[src/pinout_pkg.sv]
// package: register map, reset values and sizes of the multicore pin output block
package pinout_pkg;

	// ==========================================
	// sizes
	localparam int unsigned PIN_COUNT      = 32;           // pins of the port
	localparam int unsigned CORE_COUNT     = 8;            // number of cores
	localparam int unsigned CORE_SEL_W     = 3;            // bits to pick a core

	// ==========================================
	// register map, per core block of 0x20 bytes
	localparam logic [11:0] CORE_STRIDE    = 12'h020;      // byte span of one core
	localparam logic [4:0]  OFS_OUT_A      = 5'h00;        // port_a_output_latch
	localparam logic [4:0]  OFS_OUT_B      = 5'h04;        // port_b_output_latch, reserved
	localparam logic [4:0]  OFS_DIR_A      = 5'h08;        // port_a_direction_reg
	localparam logic [4:0]  OFS_AUX_OUT    = 5'h0c;        // other internal output sources
	localparam logic [4:0]  OFS_CORE_CTRL  = 5'h10;        // bit0 run, write 1 to bit1 to start
	localparam logic [11:0] OFS_PIN_OUT    = 12'h100;      // combined pin level, read only
	localparam logic [11:0] OFS_PIN_OE     = 12'h104;      // combined pin enable, read only

	// ==========================================
	// field positions and reset values
	localparam int unsigned CTRL_RUN_BIT   = 0;            // core enabled
	localparam int unsigned CTRL_START_BIT = 1;            // start strobe, reads zero
	localparam logic [31:0] OUT_RESET      = 32'h0000_0000;
	localparam logic [31:0] DIR_RESET      = 32'h0000_0000;
	localparam logic [31:0] RSVD_VALUE     = 32'h0000_0000;

endpackage : pinout_pkg

[src/multicore_pin_output.sv]
// file: top of the multicore wired-OR pin output block with its APB slave
//
// The register addresses and the APB interface to the registers were chosen for this implementation.
`timescale 1ns/1ns

// Contract
// - 32-bit latch, bit n drives pin n
// - latch 0 drives low, 1 drives high
// - starting a core clears its latch
// - each core owns a freely written latch
// - pin level is OR of all cores
// - latch OR sources, then AND direction
// - direction bit 0 ignores that output
// - disabled core counts as direction zero
// - second port latch reserved, no pins
// - latch read returns latch, not pins
module multicore_pin_output
	import pinout_pkg::*;
#(
	parameter int unsigned WIDTH = PIN_COUNT,  // pins per port
	parameter int unsigned CORES = CORE_COUNT  // cores sharing the port
) (
	input  wire logic             i_clock,     // system clock
	input  wire logic             i_reset,     // async reset, high
	input  wire logic             i_psel,      // apb select
	input  wire logic             i_penable,   // apb enable
	input  wire logic             i_pwrite,    // apb write
	input  wire logic [11:0]      i_paddr,     // apb byte address
	input  wire logic [31:0]      i_pwdata,    // apb write data
	input  wire logic [3:0]       i_pstrb,     // apb byte strobes
	output logic      [31:0]      o_prdata,    // apb read data
	output logic                  o_pready,    // apb ready
	output logic                  o_pslverr,   // apb error
	output logic      [WIDTH-1:0] o_pin_out,   // pin output level
	output logic      [WIDTH-1:0] o_pin_oe     // pin output enable
);

	// ==========================================
	// per-core wires
	logic [WIDTH-1:0] latch   [CORES];  // stored latches
	logic [WIDTH-1:0] dir     [CORES];  // stored directions
	logic [WIDTH-1:0] aux     [CORES];  // stored other sources
	logic             run     [CORES];  // enables
	logic [WIDTH-1:0] eff_out [CORES];  // effective outputs
	logic [WIDTH-1:0] eff_dir [CORES];  // effective directions
	logic [CORES-1:0] wr_out;           // latch write strobes
	logic [CORES-1:0] wr_dir;           // direction write strobes
	logic [CORES-1:0] wr_aux;           // source write strobes
	logic [CORES-1:0] wr_ctrl;          // control write strobes

	// ==========================================
	// bus state
	typedef struct packed {
		logic [31:0] rdata;  // read data
		logic        err;    // error flag
	} bus_state_t;

	bus_state_t state_r;   // registered
	bus_state_t state_nxt; // next

	// address decode result
	typedef struct packed {
		logic                  hit;     // mapped
		logic                  glob;    // global register
		logic [CORE_SEL_W-1:0] core;    // core index
		logic [4:0]            ofs;     // offset inside core block
	} dec_t;

	// decode a byte address, used for reads and writes
	function automatic dec_t decode(input logic [11:0] a);
		dec_t d;
		d = '0;
		d.core = a[5 +: CORE_SEL_W];
		d.ofs  = a[4:0];
		if (a == OFS_PIN_OUT || a == OFS_PIN_OE) begin
			d.hit  = 1'b1;
			d.glob = 1'b1;
		end else if (a < 12'(CORE_STRIDE * CORES)) begin
			d.hit = (d.ofs == OFS_OUT_A) || (d.ofs == OFS_OUT_B) || (d.ofs == OFS_DIR_A)
				|| (d.ofs == OFS_AUX_OUT) || (d.ofs == OFS_CORE_CTRL);
		end
		return d;
	endfunction : decode

	dec_t        dec;      // current decode
	logic        acc;      // access phase
	logic [31:0] rd_mux;   // read value

	assign dec = decode(i_paddr);
	assign acc = i_psel && i_penable;

	// ==========================================
	// write strobes, one per core and register
	always_comb begin
		wr_out  = '0;
		wr_dir  = '0;
		wr_aux  = '0;
		wr_ctrl = '0;
		if (acc && i_pwrite && dec.hit && !dec.glob) begin
			case (dec.ofs)
				OFS_OUT_A:     wr_out[dec.core]  = 1'b1;
				OFS_DIR_A:     wr_dir[dec.core]  = 1'b1;
				OFS_AUX_OUT:   wr_aux[dec.core]  = 1'b1;
				OFS_CORE_CTRL: wr_ctrl[dec.core] = 1'b1;
				default:       ; // second port writes dropped
			endcase
		end
	end

	// ==========================================
	// read mux
	always_comb begin
		rd_mux = RSVD_VALUE;
		if (dec.glob) begin
			rd_mux = (i_paddr == OFS_PIN_OUT) ? 32'(o_pin_out) : 32'(o_pin_oe);
		end else begin
			case (dec.ofs)
				OFS_OUT_A:     rd_mux = 32'(latch[dec.core]);
				OFS_DIR_A:     rd_mux = 32'(dir[dec.core]);
				OFS_AUX_OUT:   rd_mux = 32'(aux[dec.core]);
				OFS_CORE_CTRL: rd_mux = {31'h0, run[dec.core]};
				default:       rd_mux = RSVD_VALUE;
			endcase
		end
	end

	// next bus state, read data registered in setup phase
	always_comb begin
		state_nxt = state_r;
		if (i_psel && !i_penable) begin
			state_nxt.rdata = (dec.hit && !i_pwrite) ? rd_mux : 32'h0000_0000;
			state_nxt.err   = !dec.hit || (i_pwrite && dec.glob);
		end
	end

	always_ff @(posedge i_clock or posedge i_reset) begin
		if (i_reset) begin
			state_r <= '0;
		end else begin
			state_r <= state_nxt;
		end
	end

	assign o_pready  = 1'b1;
	assign o_prdata  = state_r.rdata;
	assign o_pslverr = acc && state_r.err;

	// ==========================================
	// one register set per core
	for (genvar c = 0; c < CORES; c++) begin : g_core
		core_port_regs #(
			.WIDTH(WIDTH)
		) u_regs (
			.i_clock   (i_clock),
			.i_reset   (i_reset),
			.i_wr_out  (wr_out[c]),
			.i_wr_dir  (wr_dir[c]),
			.i_wr_aux  (wr_aux[c]),
			.i_wr_ctrl (wr_ctrl[c]),
			.i_wdata   (i_pwdata),
			.i_strb    (i_pstrb),
			.o_latch   (latch[c]),
			.o_dir     (dir[c]),
			.o_aux     (aux[c]),
			.o_run     (run[c]),
			.o_eff_out (eff_out[c]),
			.o_eff_dir (eff_dir[c])
		);
	end

	// ==========================================
	// wired-OR onto the pins
	pin_merge #(
		.WIDTH(WIDTH),
		.CORES(CORES)
	) u_merge (
		.i_clock   (i_clock),
		.i_reset   (i_reset),
		.i_out     (eff_out),
		.i_dir     (eff_dir),
		.o_pin_out (o_pin_out),
		.o_pin_oe  (o_pin_oe)
	);

endmodule : multicore_pin_output

[src/core_port_regs.sv]
// file: per-core latch, direction and source registers with effective output
`timescale 1ns/1ns
module core_port_regs
	import pinout_pkg::*;
#(
	parameter int unsigned WIDTH = PIN_COUNT   // pins covered
) (
	input  wire logic             i_clock,     // system clock
	input  wire logic             i_reset,     // async reset, high
	input  wire logic             i_wr_out,    // write output latch
	input  wire logic             i_wr_dir,    // write direction
	input  wire logic             i_wr_aux,    // write other sources
	input  wire logic             i_wr_ctrl,   // write control
	input  wire logic [31:0]      i_wdata,     // write data
	input  wire logic [3:0]       i_strb,      // byte enables
	output logic      [WIDTH-1:0] o_latch,     // stored latch
	output logic      [WIDTH-1:0] o_dir,       // stored direction
	output logic      [WIDTH-1:0] o_aux,       // stored other sources
	output logic                  o_run,       // core enabled
	output logic      [WIDTH-1:0] o_eff_out,   // effective output
	output logic      [WIDTH-1:0] o_eff_dir    // effective direction
);

	// ==========================================
	// state
	typedef struct packed {
		logic [WIDTH-1:0] latch;   // output latch
		logic [WIDTH-1:0] dir;     // direction
		logic [WIDTH-1:0] aux;     // other sources
		logic             run;     // enabled
	} core_state_t;

	core_state_t state_r;   // registered state
	core_state_t state_nxt; // next state

	// byte-lane merge of a write
	function automatic logic [31:0] merge(input logic [31:0] old, input logic [31:0] d,
		input logic [3:0] s);
		logic [31:0] r;
		r = old;
		for (int b = 0; b < 4; b++) begin
			if (s[b]) begin
				r[8*b +: 8] = d[8*b +: 8];
			end
		end
		return r;
	endfunction : merge

	// ==========================================
	// next state
	always_comb begin
		state_nxt = state_r;
		if (i_wr_out) begin
			state_nxt.latch = merge(state_r.latch, i_wdata, i_strb);
		end
		if (i_wr_dir) begin
			state_nxt.dir = merge(state_r.dir, i_wdata, i_strb);
		end
		if (i_wr_aux) begin
			state_nxt.aux = merge(state_r.aux, i_wdata, i_strb);
		end
		if (i_wr_ctrl && i_strb[0]) begin
			state_nxt.run = i_wdata[CTRL_RUN_BIT] | i_wdata[CTRL_START_BIT];
			if (i_wdata[CTRL_START_BIT]) begin
				state_nxt.latch = OUT_RESET;
			end
		end
	end

	// register
	always_ff @(posedge i_clock or posedge i_reset) begin
		if (i_reset) begin
			state_r <= '{latch: OUT_RESET, dir: DIR_RESET, aux: '0, run: 1'b0};
		end else begin
			state_r <= state_nxt;
		end
	end

	// ==========================================
	// outputs
	assign o_latch   = state_r.latch;
	assign o_dir     = state_r.dir;
	assign o_aux     = state_r.aux;
	assign o_run     = state_r.run;
	assign o_eff_dir = state_r.run ? state_r.dir : '0;
	assign o_eff_out = (state_r.latch | state_r.aux) & o_eff_dir;

endmodule : core_port_regs

[src/pin_merge.sv]
// file: wired-OR merge of every core's output and direction onto the pins
`timescale 1ns/1ns
module pin_merge
	import pinout_pkg::*;
#(
	parameter int unsigned WIDTH = PIN_COUNT,  // pins
	parameter int unsigned CORES = CORE_COUNT  // cores
) (
	input  wire logic             i_clock,     // system clock
	input  wire logic             i_reset,     // async reset, high
	input  wire logic [WIDTH-1:0] i_out [CORES], // effective outputs
	input  wire logic [WIDTH-1:0] i_dir [CORES], // effective directions
	output logic      [WIDTH-1:0] o_pin_out,   // pin level
	output logic      [WIDTH-1:0] o_pin_oe     // pin driver enable
);

	// ==========================================
	// state
	typedef struct packed {
		logic [WIDTH-1:0] lvl;   // merged level
		logic [WIDTH-1:0] oe;    // merged enable
	} merge_state_t;

	merge_state_t state_r;   // registered
	merge_state_t state_nxt; // next

	// or-reduce across cores
	always_comb begin
		state_nxt = '0;
		for (int c = 0; c < CORES; c++) begin
			state_nxt.lvl = state_nxt.lvl | i_out[c];
			state_nxt.oe  = state_nxt.oe | i_dir[c];
		end
	end

	// register the pin drive
	always_ff @(posedge i_clock or posedge i_reset) begin
		if (i_reset) begin
			state_r <= '0;
		end else begin
			state_r <= state_nxt;
		end
	end

	assign o_pin_out = state_r.lvl;
	assign o_pin_oe  = state_r.oe;

endmodule : pin_merge

[config.mk]
export PLATFORM = sky130hd
export DESIGN_NAME = multicore_pin_output
export DESIGN_NICKNAME = d
export VERILOG_FILES = /design/src/pinout_pkg.sv /design/src/multicore_pin_output.sv /design/src/core_port_regs.sv /design/src/pin_merge.sv
export SDC_FILE = /design/constraint.sdc
export NUM_CORES = 2
export LEC_CHECK = 0
export ABC_AREA = 1
export BUFFER_PORTS_ARGS = -buffer_cell sky130_fd_sc_hd__buf_2
export CAP_MARGIN = 20
export CORE_MARGIN = 1
export CORE_UTILIZATION = 40
export DETAILED_ROUTE_END_ITERATION = 8
export GPL_ROUTABILITY_DRIVEN = 0
export PLACE_DENSITY = 0.59
export SLEW_MARGIN = 40
export SYNTH_ARGS = -nofsm -noshare
export SYNTH_HDL_FRONTEND = slang
export SYNTH_SLANG_ARGS = --single-unit
[constraint.sdc]
create_clock -name i_clock -period 86 [get_ports i_clock]
set_clock_uncertainty 0.05 [all_clocks]
set_input_delay 17.2 -clock i_clock [delete_from_list [all_inputs] [get_ports i_clock]]
set_output_delay 17.2 -clock i_clock [all_outputs]
set_load 0.005 [all_outputs]
## After elaboration in Yosys (flattened, before gate mapping)

Index checks and enable logic that the tools add are counted.

- $add $sub $neg: 0
- Multipliers: 0
- Divide/modulo/power cells: 0
- Order comparisons: 4
- Equality and inequality tests: 6
- Shifts and indexed selects: 0
- Multiplexer cells: 93
- Bitwise gates (word level): 32
- Reductions and logical operators: 92

Operators by type and width:

| kind | count |
|---|---|
| two-way mux 32 bit | 41 |
| OR 32 bit | 22 |
| two-way mux 8 bit | 40 |
| binary-select mux 32 bit (select 3 bit) | 3 |
| bitwise AND 32 bit | 8 |
| case mux 32 bit (4 select lines) | 1 |
| AND reduction 2 bit | 64 |
| == test 12 x 9 -> 1 bit, second input constant | 2 |
| logical AND 1 bit | 17 |
| less-than comparator 12 x 9 -> 1 bit, second input constant | 1 |
| == test 5 x 4 -> 1 bit, second input constant | 2 |
| logical OR 1 bit | 6 |
| two-way mux 1 bit | 6 |
| == test 5 x 3 -> 1 bit, second input constant | 1 |
| == test 5 bit, second input constant | 1 |
| zero test 5 bit | 1 |
| >= comparator 4 bit, second input constant | 1 |
| zero test 1 bit | 4 |
| less-than comparator 3 x 4 -> 1 bit, second input constant | 1 |
| NOT 3 -> 4 bit | 1 |
| binary-select mux 1 bit (select 3 bit) | 1 |
| demux 1 bit (select 3 bit) | 1 |
| >= comparator 3 x 1 -> 1 bit, second input constant | 1 |
| OR 1 bit | 1 |

- Flip-flop bits (word level): 873
- Latch bits: 0
- RAM bits: 0
- ROM bits: 0
- Bits of input ports: 53
- Output and inout port bits: 98
- Logic and storage cells: 311
- Memories kept: 0

## Logic depth before layout (Yosys ltp)

- Depth after elaboration: 13
- Depth in mapped cells: 16
- Gate-level depth less buffers: 13

## Cells and area by module

From an unflattened synthesis, not the netlist that was laid out.

- Cells, all modules: 7977
- Area, all modules: 50896.3 µm²

By module, submodules not included:

| module | instances | cells each | area each (µm²) |
|---|---|---|---|
| core_port_regs | 8 | 582 | 4359.2 |
| multicore_pin_output | 1 | 2296 | 10814.1 |
| pin_merge | 1 | 1025 | 5208.7 |

## Worst setup path before layout

No wires, ideal clock.

- Path kind: input-to-output
- Start point: input i_penable
- End point: output o_pslverr
- Data arrival time: 17.350 ns
- Slack: 51.400 ns
- Stages: 2
- Path through: nand2_1 nor2_1

- Word-level cells in the longest chain between the ends: 2

RTL lines:

| what | RTL line | RTL |
|---|---|---|
| start, declared | multicore_pin_output.sv:26 | `input wire logic i_penable,` |
| logical AND 1 bit | multicore_pin_output.sv:90 | `assign acc = i_psel && i_penable;` |
| logical AND 1 bit | multicore_pin_output.sv:146 | `assign o_pslverr = acc && state_r.err;` |
| end, declared | multicore_pin_output.sv:33 | `output logic o_pslverr,` |

Every way passes these cells.

## Final worst setup path

Same ends and word-level chain as after synthesis.

==> run_results.csv <==
group,metric,value,unit
status,status,"complete, but fails checks",
status,violations,"design-rule violations",
synthesis,synth_fp_nets,6951,
cells_and_area,fill_cells,12700,
synthesis,synth_top_area_share,0.436,
cts,clock_tree.buffer_depth,3,
sta,hold_violations,0,
cells_and_area,final_common_cell,"nand2_1",
floorplan,core-area,0.124,mm2
setup_path,worstSetupStartpoint,"i_penable",
cts,postCtsHoldBufs,0,
cts,cts_resized,0,
floorplan,fp.dieArea,0.127,mm2
synthesis,yosysWarnings,0,
min_path,hold_path_class,"register to register",
global_route,grt_pass1_wl,295,mm
global_route,grt_pass1_vias,44200,
cells_and_area,drive_gt1_frac,0.0922,
placed_design,dp_hpwl,118,mm
placed_design,dp_slack,51140,ps
synthesis,ys_ff_latch,873,
sta,layout_setup_ws,51150,ps
cells_and_area,utilization,0.444,
sta,hold_slack,421,ps
setup_path,crit_slowest_cell,"buf_2",
sta,fmax,28.7,MHz
drt,avgViaCountPerCell,5.69,
cells_and_area,nNetsFinal,6795,
cts,clk_latency,690,ps
setup_path,path_class,"primary input to primary output",
setup_path,critPathBufInv,2,
synthesis,yosysSeqAreaShare,0.436,
global_route,grtUsageTotal,0.313,
placed_design,place.port_buffers,149,
synthesis,yosysUniqueCellTypes,39,
sta,rsz0062_at_grt,"false",
drt,routedWlPerCell,23.8,um
setup_path,cp-end-kind,"primary output",
cts,cts_sinks,873,
setup_path,cp_top_family,"buffers and inverters",
cts,h-tree-depth,3,
setup_path,cp_max_fo,2,
min_path,worstHoldStart,"o_prdata[7]",
sta,slew_headroom,0.353,
sta,tns,0,ps
synthesis,synth_area,0.0501,mm2
drt,drt_iter0_markers,6202,
floorplan,die_x,356,um
drt,ant_nets,0,
floorplan,ios,151,
setup_path,crit_arrival,17600,ps
cts,clk_pin_slew,60,ps
floorplan,placementRows,129,
floorplan,die_h,356,um
cts,postCtsSetupBuffers,0,
cts,cts_tree,"done",
setup_path,r2r-start,"g_core[4].u_regs.o_run",
synthesis,avgSynthCellArea,7.26,um2
drt,drc,10,
setup_path,worstPathCellList,"buf_2 -> nand2_1 -> nor2_1 -> buf_2",
global_route,grt_max_degree,190,
synthesis,synth_top_cell_by_area,"dfrtp_1",
setup_path,critPathMaxStageDelay,130,ps
sta,worst_slew_pin_slew,968,ps
drt,first_pass_iters,9,
pwr,power.static_leakage,29.6,nW
setup_path,worst_ep_required_time,68750,ps
synthesis,synthTopCellsByArea,"dfrtp_1 44%, nand2_1 19%, o211ai_1 5.5%, o21ai_0 5.1%, inv_1 5.0%",
sta,period_needed,34850,ps
global_route,antenna_found_initial,8,
pwr,vdd_drop_max,0.0166,mV
sta,finalSetupViolations,0,
cts,cts_root_buffer,"clkbuf_16",
run,cap_violations,0,
pwr,powerDensity,16.8,mW/mm2
global_route,overflow,0,
cells_and_area,final_cell_mix,"2517 x nand2_1, 865 x dfrtp_1, 664 x inv_1",
setup_path,cp_common_cell,"buf_2",
setup_path,start_kind,"primary input",
pwr,power,925,uW
cells_and_area,syn_to_final_growth,9.95,%
sta,drv_slew,0,
floorplan,initial_core_util,0.404,
cts,numCtsBuffers,100,
synthesis,synthCells,6898,
drt,wirelength,202,mm
sta,finalCritPeriodShare,0.405,
drt,routed-via-count,48200,
## cell type report
| class | count | area (um2) | area share |
|---|---|---|---|
| multi-input combinational | 4842 | 23200 | 0.421 |
| sequential | 873 | 21900 | 0.397 |
| clock buffer | 142 | 2950 | 0.0537 |
| inverter | 690 | 2630 | 0.0477 |
| tap | 1637 | 2050 | 0.0372 |
| timing repair buffer | 235 | 1810 | 0.0328 |
| clock inverter | 39 | 559 | 0.0102 |
| antenna | 4 | 10.0 | 0.000182 |
## sequential cells by signal, indices dropped and copies added (netlist names)
| register | count |
|---|---|
| o_prdata | 32 |
| u_merge.o_pin_out | 32 |
| g_core.u_regs.o_dir | 256 |
| state_r | 1 |
| g_core.u_regs.o_latch | 256 |
| u_merge.o_pin_oe | 32 |
| g_core.u_regs.o_aux | 256 |
| g_core.u_regs.o_run | 8 |
## path summary, 6_finish.rpt
| path | slack [ps] | cells past startpoint | to |
|---|---|---|---|
| worst max-delay path | 51150 | 4 | o_pslverr |
| worst min-delay path | 420 | 2 | o_prdata[7] |
| worst max register to register | 83720 | 5 | u_merge.o_pin_out[15] |
| worst min register to register | 420 | 2 | o_prdata[7] |
| max in group asynchronous | 67180 | 6 | g_core[0].u_regs.o_aux[16] |
| min in group asynchronous | 16510 | 2 | o_prdata[3] |
## per-stage QoR
stage               area [um2]  std cells
detailed placement       51400       8273
finish                   55100       8462
CTS                      54900       8454
floorplan                50100       6898
global route             55000       8461
global placement         51100       8258
## where the power goes
group	total, mW	switching, mW	internal [mW]
clock network	0.461	0.182	0.279
registers	0.411	0.0000593	0.411
logic	0.0527	0.0443	0.00840
## cell usage after synthesis
cell	number
or2_2	2
nand3_2	2
nand2_2	7
inv_4	1
o211a_1	26
buf_6	57
a21oi_2	3
nand2_1	2525
conb_1	1
clkinv_1	2
nor3_2	1
or2_1	1
buf_4	48
buf_1	43
inv_2	15
nand3_1	239
nor3_4	17
nor2_4	7
o221ai_1	1
nand2_4	54
clkbuf_1	259
a21oi_1	145
nor3_1	2
o2111ai_1	30
buf_2	85
o21ai_0	508
nor4_4	1
inv_1	672
buf_8	1
nand4_1	66
nor4_1	34
a211oi_1	1
nor2_2	4
nor2_1	269
dfrtp_1	873
o21ai_2	81
o21bai_1	32
o21ai_1	413
o211ai_1	370
## metal layers
layer,up-vias,track usage,share of wire
met4,4,0.133,0.044
met1,23100,0.445,0.42
met2,2526,0.465,0.43
li1,22100,-,-
met5,-,0,0.00017
met3,459,0.0598,0.10
## worst register-to-register path, delay by kind of cell (launching register included)
| kind | cells | cell delay [ps] |
|---|---|---|
| AOI/OAI and AO/OA | 2 | 450 |
| buffers and inverters | 1 | 380 |
| DFF | 1 | 650 |
| and+or+nand+nor | 2 | 520 |
## logic make-up (layout without fill, tap and decap cells)
| group | Yosys count | in the layout | synth area share |
|---|---|---|---|
| DFF | 873 | 873 | 0.436 |
| other | 1 | 5 | 0.0000749 |
| and+or+nand+nor | 3231 | 3231 | 0.268 |
| AOI/OAI and AO/OA | 1610 | 1610 | 0.192 |
| buffers and inverters | 1183 | 1106 | 0.103 |
No activity file was read; power rests on OpenSTA's default activity.
